==> src/hdl/pwr_seq_regs.svh <==
// Register offsets, field positions, reset values and timing counts of the power sequencer.
`ifndef PWR_SEQ_REGS_SVH
`define PWR_SEQ_REGS_SVH
`define IDX_SEQ_STATUS 8'h20
`define IDX_STATE_REQUEST 8'h22
`define IDX_STATE_MONITOR 8'h23
`define IDX_SETTLE_HIGH 8'h24
`define IDX_SETTLE_LOW 8'h25
`define REQ_SLEEP_BIT 7
`define REQ_ALL_HOST_BIT 1
`define MON_OWNER_BIT 7
`define SETTLE_RESET 16'h0000
`define CLK_PERIOD_NS 10
`define PLL_SETTLE_NS 250000
`define PLL_SETTLE_CYC (`PLL_SETTLE_NS / `CLK_PERIOD_NS)
`endif

==> src/hdl/pwr_seq_pkg.sv <==
// Types shared by the power sequencer and its bench.
package pwr_seq_pkg;
  typedef enum logic [1:0] {ST_IDLE, ST_BUSY, ST_OSC_WAIT, ST_PLL_WAIT} seq_state_e;
  typedef struct packed {
    logic [7:0] address;
    logic read;
    logic write;
    logic [31:0] writedata;
    logic [3:0] byteenable;
  } avmm_req_s;
  typedef struct packed {
    logic [31:0] readdata;
    logic waitrequest;
  } avmm_rsp_s;
  typedef struct packed {
    logic osc_enable;
    logic gated_osc_clock_en;
    logic base_pll_en;
    logic device_hs_pll_en;
    logic host_hs_pll_en;
    logic transfer_owner_flag;
    logic device_xfer_en;
    logic host_xfer_en;
  } clk_ctrl_s;
endpackage

==> src/hdl/power_state_clock_sequencer.sv <==
// Power state sequencer: oscillator, base PLL and two high-speed PLLs behind an Avalon-MM slave.
// Behaviour
// - Sleep to all-active: osc, settle, base, hs.
// - Snooze to all-active: base, wait, hs, wait.
// - Base-active to all-active: both hs, wait.
// - Device-active to all-active: host hs, wait.
// - Substate swap only rewrites owner flag.
// - Clear request bit on completion, set done only if a state changed.
// - All-active: only owner function transfers data.
// - Owner flag bit 7: 0 device, 1 host.
// - State code mirrors oscillator and PLL status.
// - Requests from sleep start the oscillator.
// - Settle count down, then open clock gate.
// - Registers stay accessible in sleep, snooze.
// - Mask synchronous interrupts while in snooze.
// - All-active to device-active stops host hs.
`timescale 1ns/1ps
`include "pwr_seq_regs.svh"
module power_state_clock_sequencer #(
  parameter logic [15:0] PLL_SETTLE_CYC = 16'(`PLL_SETTLE_CYC)
) (
  // Clock and reset.
  input wire logic clock_i,
  input wire logic rst_b_i,
  // Register bus.
  input wire pwr_seq_pkg::avmm_req_s avmm_i,
  output pwr_seq_pkg::avmm_rsp_s avmm_o,
  // Interrupt sources from the controller.
  input wire logic sync_irq_i,
  input wire logic async_irq_i,
  // Oscillator and PLL controls.
  output pwr_seq_pkg::clk_ctrl_s clk_ctrl_o,
  output logic interrupt_out_n_o
);
  import pwr_seq_pkg::*;

  typedef struct packed {
    seq_state_e st;
    logic [6:0] req;
    logic [6:0] act;
    logic moved;
    logic done;
    logic [15:0] cnt;
    logic [15:0] settle;
    clk_ctrl_s ctl;
    logic irq_n;
    logic wait_n;
    logic [7:0] rdata;
  } seq_s;

  seq_s s_ff;
  seq_s nxt_s_ff;
  logic [4:0] tgt;
  logic [3:0] state_code;
  logic access;
  logic fin;

  // Target of the active request: osc, base, device hs, host hs, owner.
  always_comb begin
    tgt = 5'h00;
    unique case (1'b1)
      s_ff.act[6]: tgt = 5'h00;
      s_ff.act[5]: tgt = 5'h10;
      s_ff.act[4]: tgt = 5'h18;
      s_ff.act[3]: tgt = 5'h1C;
      s_ff.act[2]: tgt = 5'h1A;
      s_ff.act[1]: tgt = 5'h1E;
      s_ff.act[0]: tgt = 5'h1F;
      default: tgt = 5'h00;
    endcase
  end

  // Code bit 0 follows the opened clock gate, so it reads on only once the oscillator settled.
  assign state_code = {s_ff.ctl.host_hs_pll_en, s_ff.ctl.device_hs_pll_en,
                       s_ff.ctl.base_pll_en, s_ff.ctl.gated_osc_clock_en};
  assign access = avmm_i.read | avmm_i.write;
  // The target keeps the oscillator in its top bit while the code keeps the gate in its bottom bit.
  assign fin = (s_ff.st == ST_BUSY) && (state_code == {tgt[1], tgt[2], tgt[3], tgt[4]});

  always_comb begin
    nxt_s_ff = s_ff;
    // Every access gets exactly one wait state, and a write lands on the edge after it, which ends the access.
    nxt_s_ff.wait_n = access & s_ff.wait_n ? 1'b0 : 1'b1;
    if (avmm_i.write && !s_ff.wait_n && avmm_i.byteenable[0]) begin
      unique case ({2'b00, avmm_i.address[7:2]})
        `IDX_SEQ_STATUS: nxt_s_ff.done = s_ff.done & ~avmm_i.writedata[0];
        `IDX_STATE_REQUEST: nxt_s_ff.req = avmm_i.writedata[7:1];
        `IDX_SETTLE_HIGH: nxt_s_ff.settle[15:8] = avmm_i.writedata[7:0];
        `IDX_SETTLE_LOW: nxt_s_ff.settle[7:0] = avmm_i.writedata[7:0];
        default: nxt_s_ff.settle = s_ff.settle;
      endcase
    end
    if (avmm_i.read && s_ff.wait_n) begin
      unique case ({2'b00, avmm_i.address[7:2]})
        `IDX_SEQ_STATUS: nxt_s_ff.rdata = {7'h00, s_ff.done};
        `IDX_STATE_REQUEST: nxt_s_ff.rdata = {s_ff.req, 1'b0};
        `IDX_STATE_MONITOR: nxt_s_ff.rdata = {s_ff.ctl.transfer_owner_flag, 3'h0, state_code};
        `IDX_SETTLE_HIGH: nxt_s_ff.rdata = s_ff.settle[15:8];
        `IDX_SETTLE_LOW: nxt_s_ff.rdata = s_ff.settle[7:0];
        default: nxt_s_ff.rdata = 8'h00;
      endcase
    end
    unique case (s_ff.st)
      ST_IDLE: begin
        // One request is latched at a time; later bits wait in the register.
        for (int i = 0; i < 7; i++) begin
          if (s_ff.req[i] && nxt_s_ff.st == ST_IDLE) begin
            nxt_s_ff.act = 7'(1 << i);
            nxt_s_ff.moved = 1'b0;
            nxt_s_ff.st = ST_BUSY;
          end
        end
      end
      ST_BUSY: begin
        // Stop first, in the order device hs, host hs, base, oscillator; then start upward.
        if (s_ff.ctl.device_hs_pll_en && !tgt[2]) begin
          nxt_s_ff.ctl.device_hs_pll_en = 1'b0;
          nxt_s_ff.moved = 1'b1;
        end else if (s_ff.ctl.host_hs_pll_en && !tgt[1]) begin
          nxt_s_ff.ctl.host_hs_pll_en = 1'b0;
          nxt_s_ff.moved = 1'b1;
        end else if (s_ff.ctl.base_pll_en && !tgt[3]) begin
          nxt_s_ff.ctl.base_pll_en = 1'b0;
          nxt_s_ff.moved = 1'b1;
        end else if (s_ff.ctl.osc_enable && !tgt[4]) begin
          nxt_s_ff.ctl.osc_enable = 1'b0;
          nxt_s_ff.ctl.gated_osc_clock_en = 1'b0;
          nxt_s_ff.moved = 1'b1;
        end else if (!s_ff.ctl.osc_enable && tgt[4]) begin
          nxt_s_ff.ctl.osc_enable = 1'b1;
          nxt_s_ff.cnt = s_ff.settle;
          nxt_s_ff.moved = 1'b1;
          nxt_s_ff.st = ST_OSC_WAIT;
        end else if (!s_ff.ctl.base_pll_en && tgt[3]) begin
          nxt_s_ff.ctl.base_pll_en = 1'b1;
          nxt_s_ff.cnt = PLL_SETTLE_CYC - 16'h0001;
          nxt_s_ff.moved = 1'b1;
          nxt_s_ff.st = ST_PLL_WAIT;
        end else if ((!s_ff.ctl.device_hs_pll_en && tgt[2]) || (!s_ff.ctl.host_hs_pll_en && tgt[1])) begin
          // Whichever hs PLLs the target needs start together and share one settle period.
          nxt_s_ff.ctl.device_hs_pll_en = tgt[2];
          nxt_s_ff.ctl.host_hs_pll_en = tgt[1];
          nxt_s_ff.cnt = PLL_SETTLE_CYC - 16'h0001;
          nxt_s_ff.moved = 1'b1;
          nxt_s_ff.st = ST_PLL_WAIT;
        end else begin
          if (tgt[2] && tgt[1] && s_ff.ctl.transfer_owner_flag != tgt[0]) begin
            nxt_s_ff.moved = 1'b1;
          end
          if (tgt[2] && tgt[1]) begin
            nxt_s_ff.ctl.transfer_owner_flag = tgt[0];
          end
          nxt_s_ff.req = nxt_s_ff.req & ~s_ff.act;
          if (nxt_s_ff.moved) begin
            nxt_s_ff.done = 1'b1;
          end
          nxt_s_ff.act = 7'h00;
          nxt_s_ff.st = ST_IDLE;
        end
      end
      ST_OSC_WAIT: begin
        // A settle count of zero still costs one cycle before the gate opens.
        if (s_ff.cnt == 16'h0000) begin
          nxt_s_ff.ctl.gated_osc_clock_en = 1'b1;
          nxt_s_ff.st = ST_BUSY;
        end else begin
          nxt_s_ff.cnt = s_ff.cnt - 16'h0001;
        end
      end
      ST_PLL_WAIT: begin
        // Both PLL settle periods share one fixed count, whatever the path.
        if (s_ff.cnt == 16'h0000) begin
          nxt_s_ff.st = ST_BUSY;
        end else begin
          nxt_s_ff.cnt = s_ff.cnt - 16'h0001;
        end
      end
    endcase
    // A completion in the same cycle as a software clear keeps the flag set.
    if (fin && s_ff.moved) begin
      nxt_s_ff.done = 1'b1;
    end
    nxt_s_ff.ctl.device_xfer_en = nxt_s_ff.ctl.device_hs_pll_en
      && !(nxt_s_ff.ctl.host_hs_pll_en && nxt_s_ff.ctl.transfer_owner_flag);
    nxt_s_ff.ctl.host_xfer_en = nxt_s_ff.ctl.host_hs_pll_en
      && !(nxt_s_ff.ctl.device_hs_pll_en && !nxt_s_ff.ctl.transfer_owner_flag);
    // Synchronous sources are unreadable without the base clock, so they cannot raise the line then.
    nxt_s_ff.irq_n = !(async_irq_i || (sync_irq_i && s_ff.ctl.base_pll_en));
  end

  // Reset leaves the bus not ready and every clock source off.
  always_ff @(posedge clock_i or negedge rst_b_i) begin
    if (!rst_b_i) begin
      s_ff <= '{st: ST_IDLE, settle: `SETTLE_RESET, irq_n: 1'b1, wait_n: 1'b1, default: '0};
    end else begin
      s_ff <= nxt_s_ff;
    end
  end

  assign avmm_o = '{readdata: {24'h000000, s_ff.rdata}, waitrequest: s_ff.wait_n};
  assign clk_ctrl_o = s_ff.ctl;
  assign interrupt_out_n_o = s_ff.irq_n;

  property p_state_code;
    @(posedge clock_i) disable iff (!rst_b_i)
      state_code inside {4'h0, 4'h1, 4'h3, 4'h7, 4'hB, 4'hF};
  endproperty
  a_state_code: assert property (p_state_code) else $error("illegal state code");

  property p_gate_waits;
    @(posedge clock_i) disable iff (!rst_b_i)
      (s_ff.st == ST_OSC_WAIT && s_ff.cnt != 16'h0000) |=> !s_ff.ctl.gated_osc_clock_en;
  endproperty
  a_gate_waits: assert property (p_gate_waits) else $error("gate opened before count end");

  property p_gate_cause;
    @(posedge clock_i) disable iff (!rst_b_i)
      $rose(s_ff.ctl.gated_osc_clock_en) |-> $past(s_ff.st) == ST_OSC_WAIT && $past(s_ff.cnt) == 16'h0000;
  endproperty
  a_gate_cause: assert property (p_gate_cause) else $error("gate opened without settle");

  property p_pll_timer;
    @(posedge clock_i) disable iff (!rst_b_i)
      $rose(s_ff.ctl.base_pll_en) |-> s_ff.st == ST_PLL_WAIT && s_ff.cnt == PLL_SETTLE_CYC - 16'h0001;
  endproperty
  a_pll_timer: assert property (p_pll_timer) else $error("base pll timer not loaded");

  property p_swap;
    @(posedge clock_i) disable iff (!rst_b_i)
      (fin && s_ff.act[1] && s_ff.ctl.transfer_owner_flag) |=> !s_ff.ctl.transfer_owner_flag && s_ff.done
        && s_ff.ctl.host_hs_pll_en && s_ff.st == ST_IDLE;
  endproperty
  a_swap: assert property (p_swap) else $error("substate swap wrong");

  property p_done;
    @(posedge clock_i) disable iff (!rst_b_i)
      (fin && s_ff.moved) |=> s_ff.done && (s_ff.req & $past(s_ff.act)) == 7'h00;
  endproperty
  a_done: assert property (p_done) else $error("done or request clear missing");

  property p_hold_act;
    @(posedge clock_i) disable iff (!rst_b_i)
      (s_ff.st != ST_IDLE && !fin) |=> $stable(s_ff.act);
  endproperty
  a_hold_act: assert property (p_hold_act) else $error("request changed mid transition");

  property p_irq_mask;
    @(posedge clock_i) disable iff (!rst_b_i)
      (!s_ff.ctl.base_pll_en && !async_irq_i) |=> s_ff.irq_n;
  endproperty
  a_irq_mask: assert property (p_irq_mask) else $error("interrupt not masked in low power");

  property p_xfer;
    @(posedge clock_i) disable iff (!rst_b_i)
      (s_ff.ctl.device_hs_pll_en && s_ff.ctl.host_hs_pll_en) |-> s_ff.ctl.device_xfer_en
        == !s_ff.ctl.transfer_owner_flag && s_ff.ctl.host_xfer_en == s_ff.ctl.transfer_owner_flag;
  endproperty
  a_xfer: assert property (p_xfer) else $error("transfer owner mismatch");

  property p_bus_answer;
    @(posedge clock_i) disable iff (!rst_b_i)
      (access && s_ff.wait_n) |=> !s_ff.wait_n ##1 s_ff.wait_n;
  endproperty
  a_bus_answer: assert property (p_bus_answer) else $error("register access not answered");

  property p_osc_start;
    @(posedge clock_i) disable iff (!rst_b_i)
      $rose(s_ff.ctl.osc_enable) |-> s_ff.st == ST_OSC_WAIT && !s_ff.ctl.gated_osc_clock_en;
  endproperty
  a_osc_start: assert property (p_osc_start) else $error("oscillator started without settle wait");

  property p_hs_start;
    @(posedge clock_i) disable iff (!rst_b_i)
      ($rose(s_ff.ctl.device_hs_pll_en) || $rose(s_ff.ctl.host_hs_pll_en)) |-> s_ff.ctl.base_pll_en
        && s_ff.st == ST_PLL_WAIT && s_ff.cnt == PLL_SETTLE_CYC - 16'h0001;
  endproperty
  a_hs_start: assert property (p_hs_start) else $error("high speed pll started without base or timer");

  property p_host_stop;
    @(posedge clock_i) disable iff (!rst_b_i)
      (s_ff.st == ST_BUSY && s_ff.act[3] && s_ff.ctl.host_hs_pll_en) |=> !s_ff.ctl.host_hs_pll_en
        && s_ff.ctl.base_pll_en;
  endproperty
  a_host_stop: assert property (p_host_stop) else $error("host pll not stopped for device request");

  property p_owner_change;
    @(posedge clock_i) disable iff (!rst_b_i)
      $changed(s_ff.ctl.transfer_owner_flag) |-> $past(fin);
  endproperty
  a_owner_change: assert property (p_owner_change) else $error("owner flag changed outside a completion");

  property p_all_cover;
    @(posedge clock_i) disable iff (!rst_b_i)
      state_code == 4'hF && s_ff.done;
  endproperty
  c_all: cover property (p_all_cover);
  c_wake: cover property (@(posedge clock_i) disable iff (!rst_b_i) $rose(s_ff.ctl.gated_osc_clock_en));
  c_swap: cover property (@(posedge clock_i) disable iff (!rst_b_i) $rose(s_ff.ctl.transfer_owner_flag));
  c_doze: cover property (@(posedge clock_i) disable iff (!rst_b_i) state_code == 4'h1 && s_ff.done);
  c_host: cover property (@(posedge clock_i) disable iff (!rst_b_i) state_code == 4'hB && s_ff.done);
endmodule

==> config.mk <==
export PLATFORM = sky130hd
export DESIGN_NAME = power_state_clock_sequencer
export DESIGN_NICKNAME = d
export VERILOG_FILES = /design/src/hdl/pwr_seq_pkg.sv /design/src/hdl/power_state_clock_sequencer.sv
export VERILOG_INCLUDE_DIRS = /design/src /design/src/hdl
export SDC_FILE = /design/constraint.sdc
export NUM_CORES = 1
export LEC_CHECK = 0
export BUFFER_PORTS_ARGS = -buffer_cell sky130_fd_sc_hd__buf_2
export CAP_MARGIN = 0
export CORE_ASPECT_RATIO = 0.75
export CORE_MARGIN = 1.5
export CORE_UTILIZATION = 42
export DETAILED_ROUTE_END_ITERATION = 6
export SYNTH_ARGS = -nofsm -noshare
export SYNTH_HDL_FRONTEND = slang
export SYNTH_SLANG_ARGS = --single-unit
==> constraint.sdc <==
create_clock -name clock_i -period 3.45 [get_ports clock_i]
set_input_delay 0.345 -clock clock_i [delete_from_list [all_inputs] [get_ports clock_i]]
set_output_delay 0.345 -clock clock_i [all_outputs]
set_load 0.05 [all_outputs]
==> results_dict.tcl, run 1 <==
set metrics [dict create \
    cts.path.max_buffers 2 \
    p_leak_nw 2.036 \
    hold_buffers 0 \
    place_inst 550 \
    setup_tns_ps 0 \
    avgSynthCellArea_sq_um 9.733 \
    dieArea_sq_um 10120 \
    detail_route.vias_per_cell 5.733 \
    rsz0062_at_grt "false" \
    wire_per_inst_um 17.36 \
    synth_top_area_share_pct 41.29 \
    dp_hpwl_um 7383 \
    yosys_warnings 0 \
    fin_nets 492 \
    port_buffers 38 \
    clk_latency_ps 340 \
    totalWireLength_um 9827 \
    required_ps 3670 \
    drc_errors 0 \
    utilization_pct 47.99 \
    cts_tree "built" \
    skew_ps 4.816 \
    pwr_density_cell_nw_per_um2 904.9 \
    crit_arrival_ps 3470 \
    cp-end-kind "register" \
    groute.usage.overall_pct 20.84 \
    hp-class "input pin to async pin" \
    clockRootBuffer "clkbuf_16" \
    post_cts_buffers 0 \
    area_growth_pct 9.884 \
    dp_slack_ps 141.8 \
    ant_nets 0 \
    die_w_um 115.7 \
    synth.distinct_cells 61 \
    synth_area_leader_cell "dfrtp_1" \
    synth_seq_cells 68 \
    layout-drive-gt1-share_pct 21.23 \
    async_flop_share_pct 100.0 \
    drv_slew 0 \
    crit_type "register to register" \
    ir_worst_vdd_uv 279.3 \
    core-area_sq_um 9159 \
    timing.final.crit_period_ps 3245 \
    synth_area_sq_um 4000 \
    htreeDepth 3 \
    start_kind "register" \
    synthTopCellsByArea "dfrtp_1 (41%), buf_4 (7.7%), mux2_2 (6.2%)" \
    setup_viol 0 \
    cts_made_buffers 9 \
    initial_core_util_pct 43.67 \
    syn_inst 411 \
    relSlewSlack_pct 53.10 \
    clock-sinks 68 \
    worst_slack_ps 204.9 \
    cap_violations 0 \
    drtPass1Iterations 5 \
    antenna_cells 0 \
    final_cells 566 \
    fin_crit_sh_pct 94.06 \
    num_vias 3245 \
    total_power_w 0.003977 \
    antenna_found_initial 0 \
    path_max_fanout 10 \
    status "finished, final reports clean" \
    drtIter0Drc 186 \
    num_rows 30 \
    fmax_mhz 308.2 \
    grt_pass1_vias 2862 \
    grt_start_max_net_pins 46 \
    place.gp.congestion 0.8530 \
    worstMarginPinSlew_ps 693.7 \
    grt-ovfl-total 0 \
    ys.flop_type "dfrtp_1" \
    clk_pin_slew_worst_paths_ps 50 \
    grt_pass1_wl_um 15610 \
    hold_viol 0 \
    ios 92 \
    die_y_um 87.52 \
    synth_edf_count 0 \
    yosysSeqAreaShare_pct 42.60 \
]
==> cells in the mapped netlist, types with 2 or more instances <==
cell type  number
a21o_1          3
a32oi_1         2
o21ai_0        30
dfstp_2         2
a22oi_1        13
o311ai_0        2
clkbuf_1       13
nor2b_1         5
or4_4           2
a211o_1         2
nand2_1        29
nor4_1          7
nor3_1         16
a22o_1          8
o31ai_1         6
buf_4          41
ha_1            9
or4_1           6
nand3_1         9
o211ai_1        4
a32o_1          4
and3b_1         2
nor4b_1         2
dfrtp_1        66
a221o_1         2
mux2_2         22
nor2_1         20
a21oi_1        14
or4b_1          2
inv_1          19
o41ai_1         2
nand2b_1        4
mux2i_1         9
or3_1           5
buf_2           3
==> flip-flops by register name, summed over array words and instances, names as in the netlist <==
name               cells
avmm_o                 9
interrupt_out_n_o      1
clk_ctrl_o             8
s_ff                  50
==> metrics by stage <==
step	cell area, sq um	hold WS (ps)
2_1_floorplan	4086	49.41
3_3_place_gp	4118	375.7
3_5_place_dp	4118	382.6
4_1_cts	4382	26.57
5_1_grt	4395	50.40
6_report	4395	5.797
==> repair_timing <==
item,4_1_cts,5_1_grt
gates resized for setup,0,3
endpoints found under the hold margin,0,0
endpoints found under the setup margin,0,14
==> layer usage <==
layer	GRT usage [%]	part of all wire (%)
met5	0	0
met4	5.765	1.1
met3	5.706	7.0
met2	28.51	41
met1	31.94	51
==> cells in the final DEF (no fill, tap or decap), types with 2 or more instances in the layout <==
cell type,n
dfrtp_1,66
buf_2,38
o21ai_0,30
nand2_1,29
conb_1,24
mux2_2,22
inv_1,19
nor2_1,19
nor3_1,15
a21oi_1,14
a22oi_1,13
mux2i_1,9
nand3_1,9
ha_1,9
clkbuf_16,9
a22o_1,8
nor4_1,7
buf_4,7
or4_1,6
o31ai_1,6
or3_1,5
nor2b_1,5
nand2b_1,4
a32o_1,4
o211ai_1,4
clkbuf_1,4
a21o_1,3
nor3_2,2
nor4b_1,2
and3b_1,2
a211o_1,2
or4_4,2
o41ai_1,2
or4b_1,2
a32oi_1,2
o311ai_0,2
a221o_1,2
dfstp_2,2
clkinv_2,2
==> worst max-delay path: stages (launching register included) <==
cell,delay [ps]
dfrtp_1,430
or3_1,470
nor3_2,180
inv_1,90
nor2_1,250
inv_1,80
ha_1,240
or4_1,480
nor3_1,300
buf_4,240
nor2_1,140
a32o_1,230
==> logic make-up after synthesis <==
group                      after synthesis  share of synthesized area, %
DFF                                     68                         42.60
other                                    1                       0.09375
and+or+nand+nor                        119                         16.23
muxes                                   31                         8.446
AOI/OAI and AO/OA                      105                         18.42
xor gates and xnor gates                 1                        0.2190
adders and majority gates                9                         2.815
buffers and inverters                   77                         11.17
==> power breakdown <==
group / total (W) / internal [W] / switching, W
clock network: 0.000830 / 0.000504 / 0.000326
logic: 0.00192 / 0.000686 / 0.00124
registers: 0.00123 / 0.000980 / 0.000246
total: 0.00398 / 0.00217 / 0.00181
==> cell type report <==
| class | count | area, sq um |
|---|---|---|
| fillers | 880 | 4763 |
| multi-input cells | 289 | 1949 |
| flip-flops and latches | 68 | 1704 |
| clock buffers | 14 | 254.0 |
| repair buffers | 45 | 242.7 |
| well taps | 128 | 160.2 |
| inverters | 20 | 75.07 |
| clock inverters | 2 | 10.01 |
==> final timing paths <==
kind                       slack [ps]            startpoint  depth (start not counted)                          end
hold / removal                      6               rst_b_i                          1         s_ff[48]$_DFFE_PN0P_
min in group clock_i              120           async_irq_i                          2  interrupt_out_n_o$_DFF_PN1_
setup reg to reg                  200  s_ff[53]$_DFFE_PN0P_                         11         s_ff[57]$_DFFE_PN0P_
hold reg to reg                   460  s_ff[58]$_DFFE_PN0P_                          1           s_ff[65]$_DFF_PN0_
setup / recovery                  200  s_ff[53]$_DFFE_PN0P_                         11         s_ff[57]$_DFFE_PN0P_
max in group asynchronous        2450               rst_b_i                          2      clk_ctrl_o[4]$_DFF_PN0_
(Power assumes the default switching activity.)
==> run 2, diff against run 1 <==
--- a/config.mk
+++ b/config.mk
@@ -12,6 +12,7 @@
 export CORE_MARGIN = 1.5
 export CORE_UTILIZATION = 42
 export DETAILED_ROUTE_END_ITERATION = 6
+export GPL_TIMING_DRIVEN = 0
 export SYNTH_ARGS = -nofsm -noshare
 export SYNTH_HDL_FRONTEND = slang
 export SYNTH_SLANG_ARGS = --single-unit
==> run 2 against run 1 <==
Setup slack improved by 6.3 ps; clock power rose by 12%; worst hold slack gained 110 ps; critical path depth increased by 1; utilization rose by 4.1 points; register-to-register slack about the same; fmax up 0.19%; combinational power increased by 5%; wire length increased by 5.5%; total power rose by 4.9%; flip-flop and latch count unchanged; sequential share of layout area decreased by 3.1 points.
==> results_dict.tcl, run 2 (synthesized netlist as in run 1, its figures left out) <==
set metrics [dict create \
    cap_violations 0 \
    drtIter0Drc 207 \
    p_leak_nw 2.264 \
    clk_pin_slew_worst_paths_ps 60 \
    hold_viol 0 \
    groute.usage.overall_pct 22.65 \
    r2r_end "s_ff[57]$_DFFE_PN0P_" \
    fmax_mhz 308.8 \
    cts.path.max_buffers 2 \
    slowest_stage "or4_4" \
    num-fill-cells 909 \
    post_cts_buffers 0 \
    dp_hpwl_um 7755 \
    setup_tns_ps 0 \
    cp-end-kind "register" \
    core-area_sq_um 9159 \
    crit_type "register to register" \
    num_rows 30 \
    reg2reg_depth 12 \
    wl_met1_um 4869 \
    antenna_cells 0 \
    mostFrequentLayoutCells "dfrtp_1 (66), buf_4 (43), buf_2 (38)" \
    relSlewSlack_pct 32.60 \
    drc_errors 0 \
    grt-ovfl-total 0 \
    worst_slack_ps 211.2 \
    place.gp.congestion 0.8729 \
    pwr-share-clk_pct 22.3 \
    area_growth_pct 19.27 \
    switching_share_pct 44.18 \
    grt_start_max_net_pins 69 \
    cts_made_buffers 9 \
    routed.top_layer "met4" \
    total_power_w 0.004171 \
    ir_worst_vdd_uv 314.1 \
    final_common_cell "dfrtp_1" \
    num_vias 3321 \
    die_y_um 87.52 \
    path_max_fanout 10 \
    drv_slew 0 \
    cts_tree "built" \
    die_w_um 115.7 \
    setup_viol 0 \
    slowest_delay_ps 480 \
    hp-class "input pin to async pin" \
    start_kind "register" \
    wire_per_inst_um 16.89 \
    p_seq_share_pct 29.3 \
    fin_nets 540 \
    rr_startpoint "s_ff[53]$_DFFE_PN0P_" \
    crit_arrival_ps 3460 \
    detail_route.vias_per_cell 5.409 \
    crit_chain "or3_4 > nor3_2 > inv_1 > nor2_2 > inv_1 > ha_1 > clkbuf_1 > or4_4 > nor3_2 > buf_4 > nor2_1 > a32o_1" \
    antenna_found_initial 0 \
    skew_ps 9.886 \
    drtPass1Iterations 4 \
    met3_wirelength_um 969 \
    totalWireLength_um 10370 \
    largest-register "s_ff" \
    worstMarginPinSlew_ps 1003 \
    timing.final.crit_period_ps 3239 \
    ios 92 \
    required_ps 3670 \
    p_int_w 0.002329 \
    clock-sinks 68 \
    p_sw_w 0.001843 \
    ant_nets 0 \
    dp_slack_ps -389.6 \
    layout-drive-gt1-share_pct 27.78 \
    dr_wl_met2_um 4412 \
    fin_crit_sh_pct 93.88 \
    clk_latency_ps 340 \
    port_buffers 36 \
    largest_register_ffs 50 \
    htreeDepth 3 \
    reg2reg_slack_ps 210 \
    pwr_density_cell_nw_per_um2 874.3 \
    combPwrFrac_pct 48.4 \
    clockRootBuffer "clkbuf_16" \
    grt_pass1_vias 3206 \
    dieArea_sq_um 10120 \
    status "finished, final reports clean" \
    grt_pass1_wl_um 17020 \
    initial_core_util_pct 43.67 \
]
run 2: cell count changes in the layout (fill, tap and decap cells not counted):
cell / change
clkbuf_8: +1
nor3_1: -2
bufinv_16: +1
or3_4: +1
nor4_1: -1
nor4_2: +1
nor3_2: +2
clkbuf_1: +11
or3_1: -1
or4_4: +1
clkinv_2: -1
or4_1: -1
buf_4: +36
run 2: timing repair:
action | CTS | global route
gates resized for setup | 6 | 5
setup endpoints to repair | 23 | 17
hold buffers | 0 | 0
run 2: routing by layer:
metal  global-route usage [%]  vias up
met2                    32.44       99
li1                         -     1592
met1                    33.07     1623
met4                    6.319        0
met5                        0        -
met3                    6.959        7
run 2: power by group through the flow:
stage / Sequential (W) / Combinational (W) / Clock [W]
6_report: 0.00122 / 0.00202 / 0.000932
5_1_grt: 0.00126 / 0.00225 / 0.000983
4_1_cts: 0.00122 / 0.00196 / 0.000950
3_5_place_dp: 0.00123 / 0.00191 / 0
3_3_place_gp: 0.00121 / 0.00187 / 0
2_1_floorplan: 0.00115 / 0.00150 / 0
run 2: cell type report:
cell class	instances	area (sq um)	area share (%)
Buffer	57	375.4	7.868
Multi-Input combinational cell	289	1974	41.38
Tap cell	128	160.2	3.357
Clock inverter	2	35.03	0.7343
Clock buffer	14	264.0	5.534
Inverter	20	75.07	1.574
Sequential cell	68	1704	35.72
Timing Repair Buffer	36	182.7	3.829
run 2: critical path: cells and delay by family (launching register included):
kind                       cells  cell delay [ps]
AOI/OAI and AO/OA              1              230
DFF                            1              440
and+or+nand+nor                6             1680
adders and majority gates      1              180
buffers and inverters          4              590
run 2: worst max path at each step:
stage               slack [ps]              endpoint  cells after the start                 start
global placement          -320  s_ff[57]$_DFFE_PN0P_                     12  s_ff[53]$_DFFE_PN0P_
global route                -7  s_ff[57]$_DFFE_PN0P_                     12  s_ff[53]$_DFFE_PN0P_
CTS                         10  s_ff[57]$_DFFE_PN0P_                     12  s_ff[53]$_DFFE_PN0P_
finish                     210  s_ff[57]$_DFFE_PN0P_                     12  s_ff[53]$_DFFE_PN0P_
floorplan                  360  s_ff[57]$_DFFE_PN0P_                     12  s_ff[53]$_DFFE_PN0P_
detailed placement        -390  s_ff[57]$_DFFE_PN0P_                     12  s_ff[53]$_DFFE_PN0P_
run 2: per-stage QoR:
stage	utilization (%)	cells	instance area, sq um	hold slack (ps)
CTS	51.89	614	4752	110.9
finish	52.09	614	4771	115.5
global placement	48.33	598	4427	440.2
floorplan	-	434	4086	49.41
detailed placement	48.36	598	4429	452.7
global route	52.09	614	4771	121.4
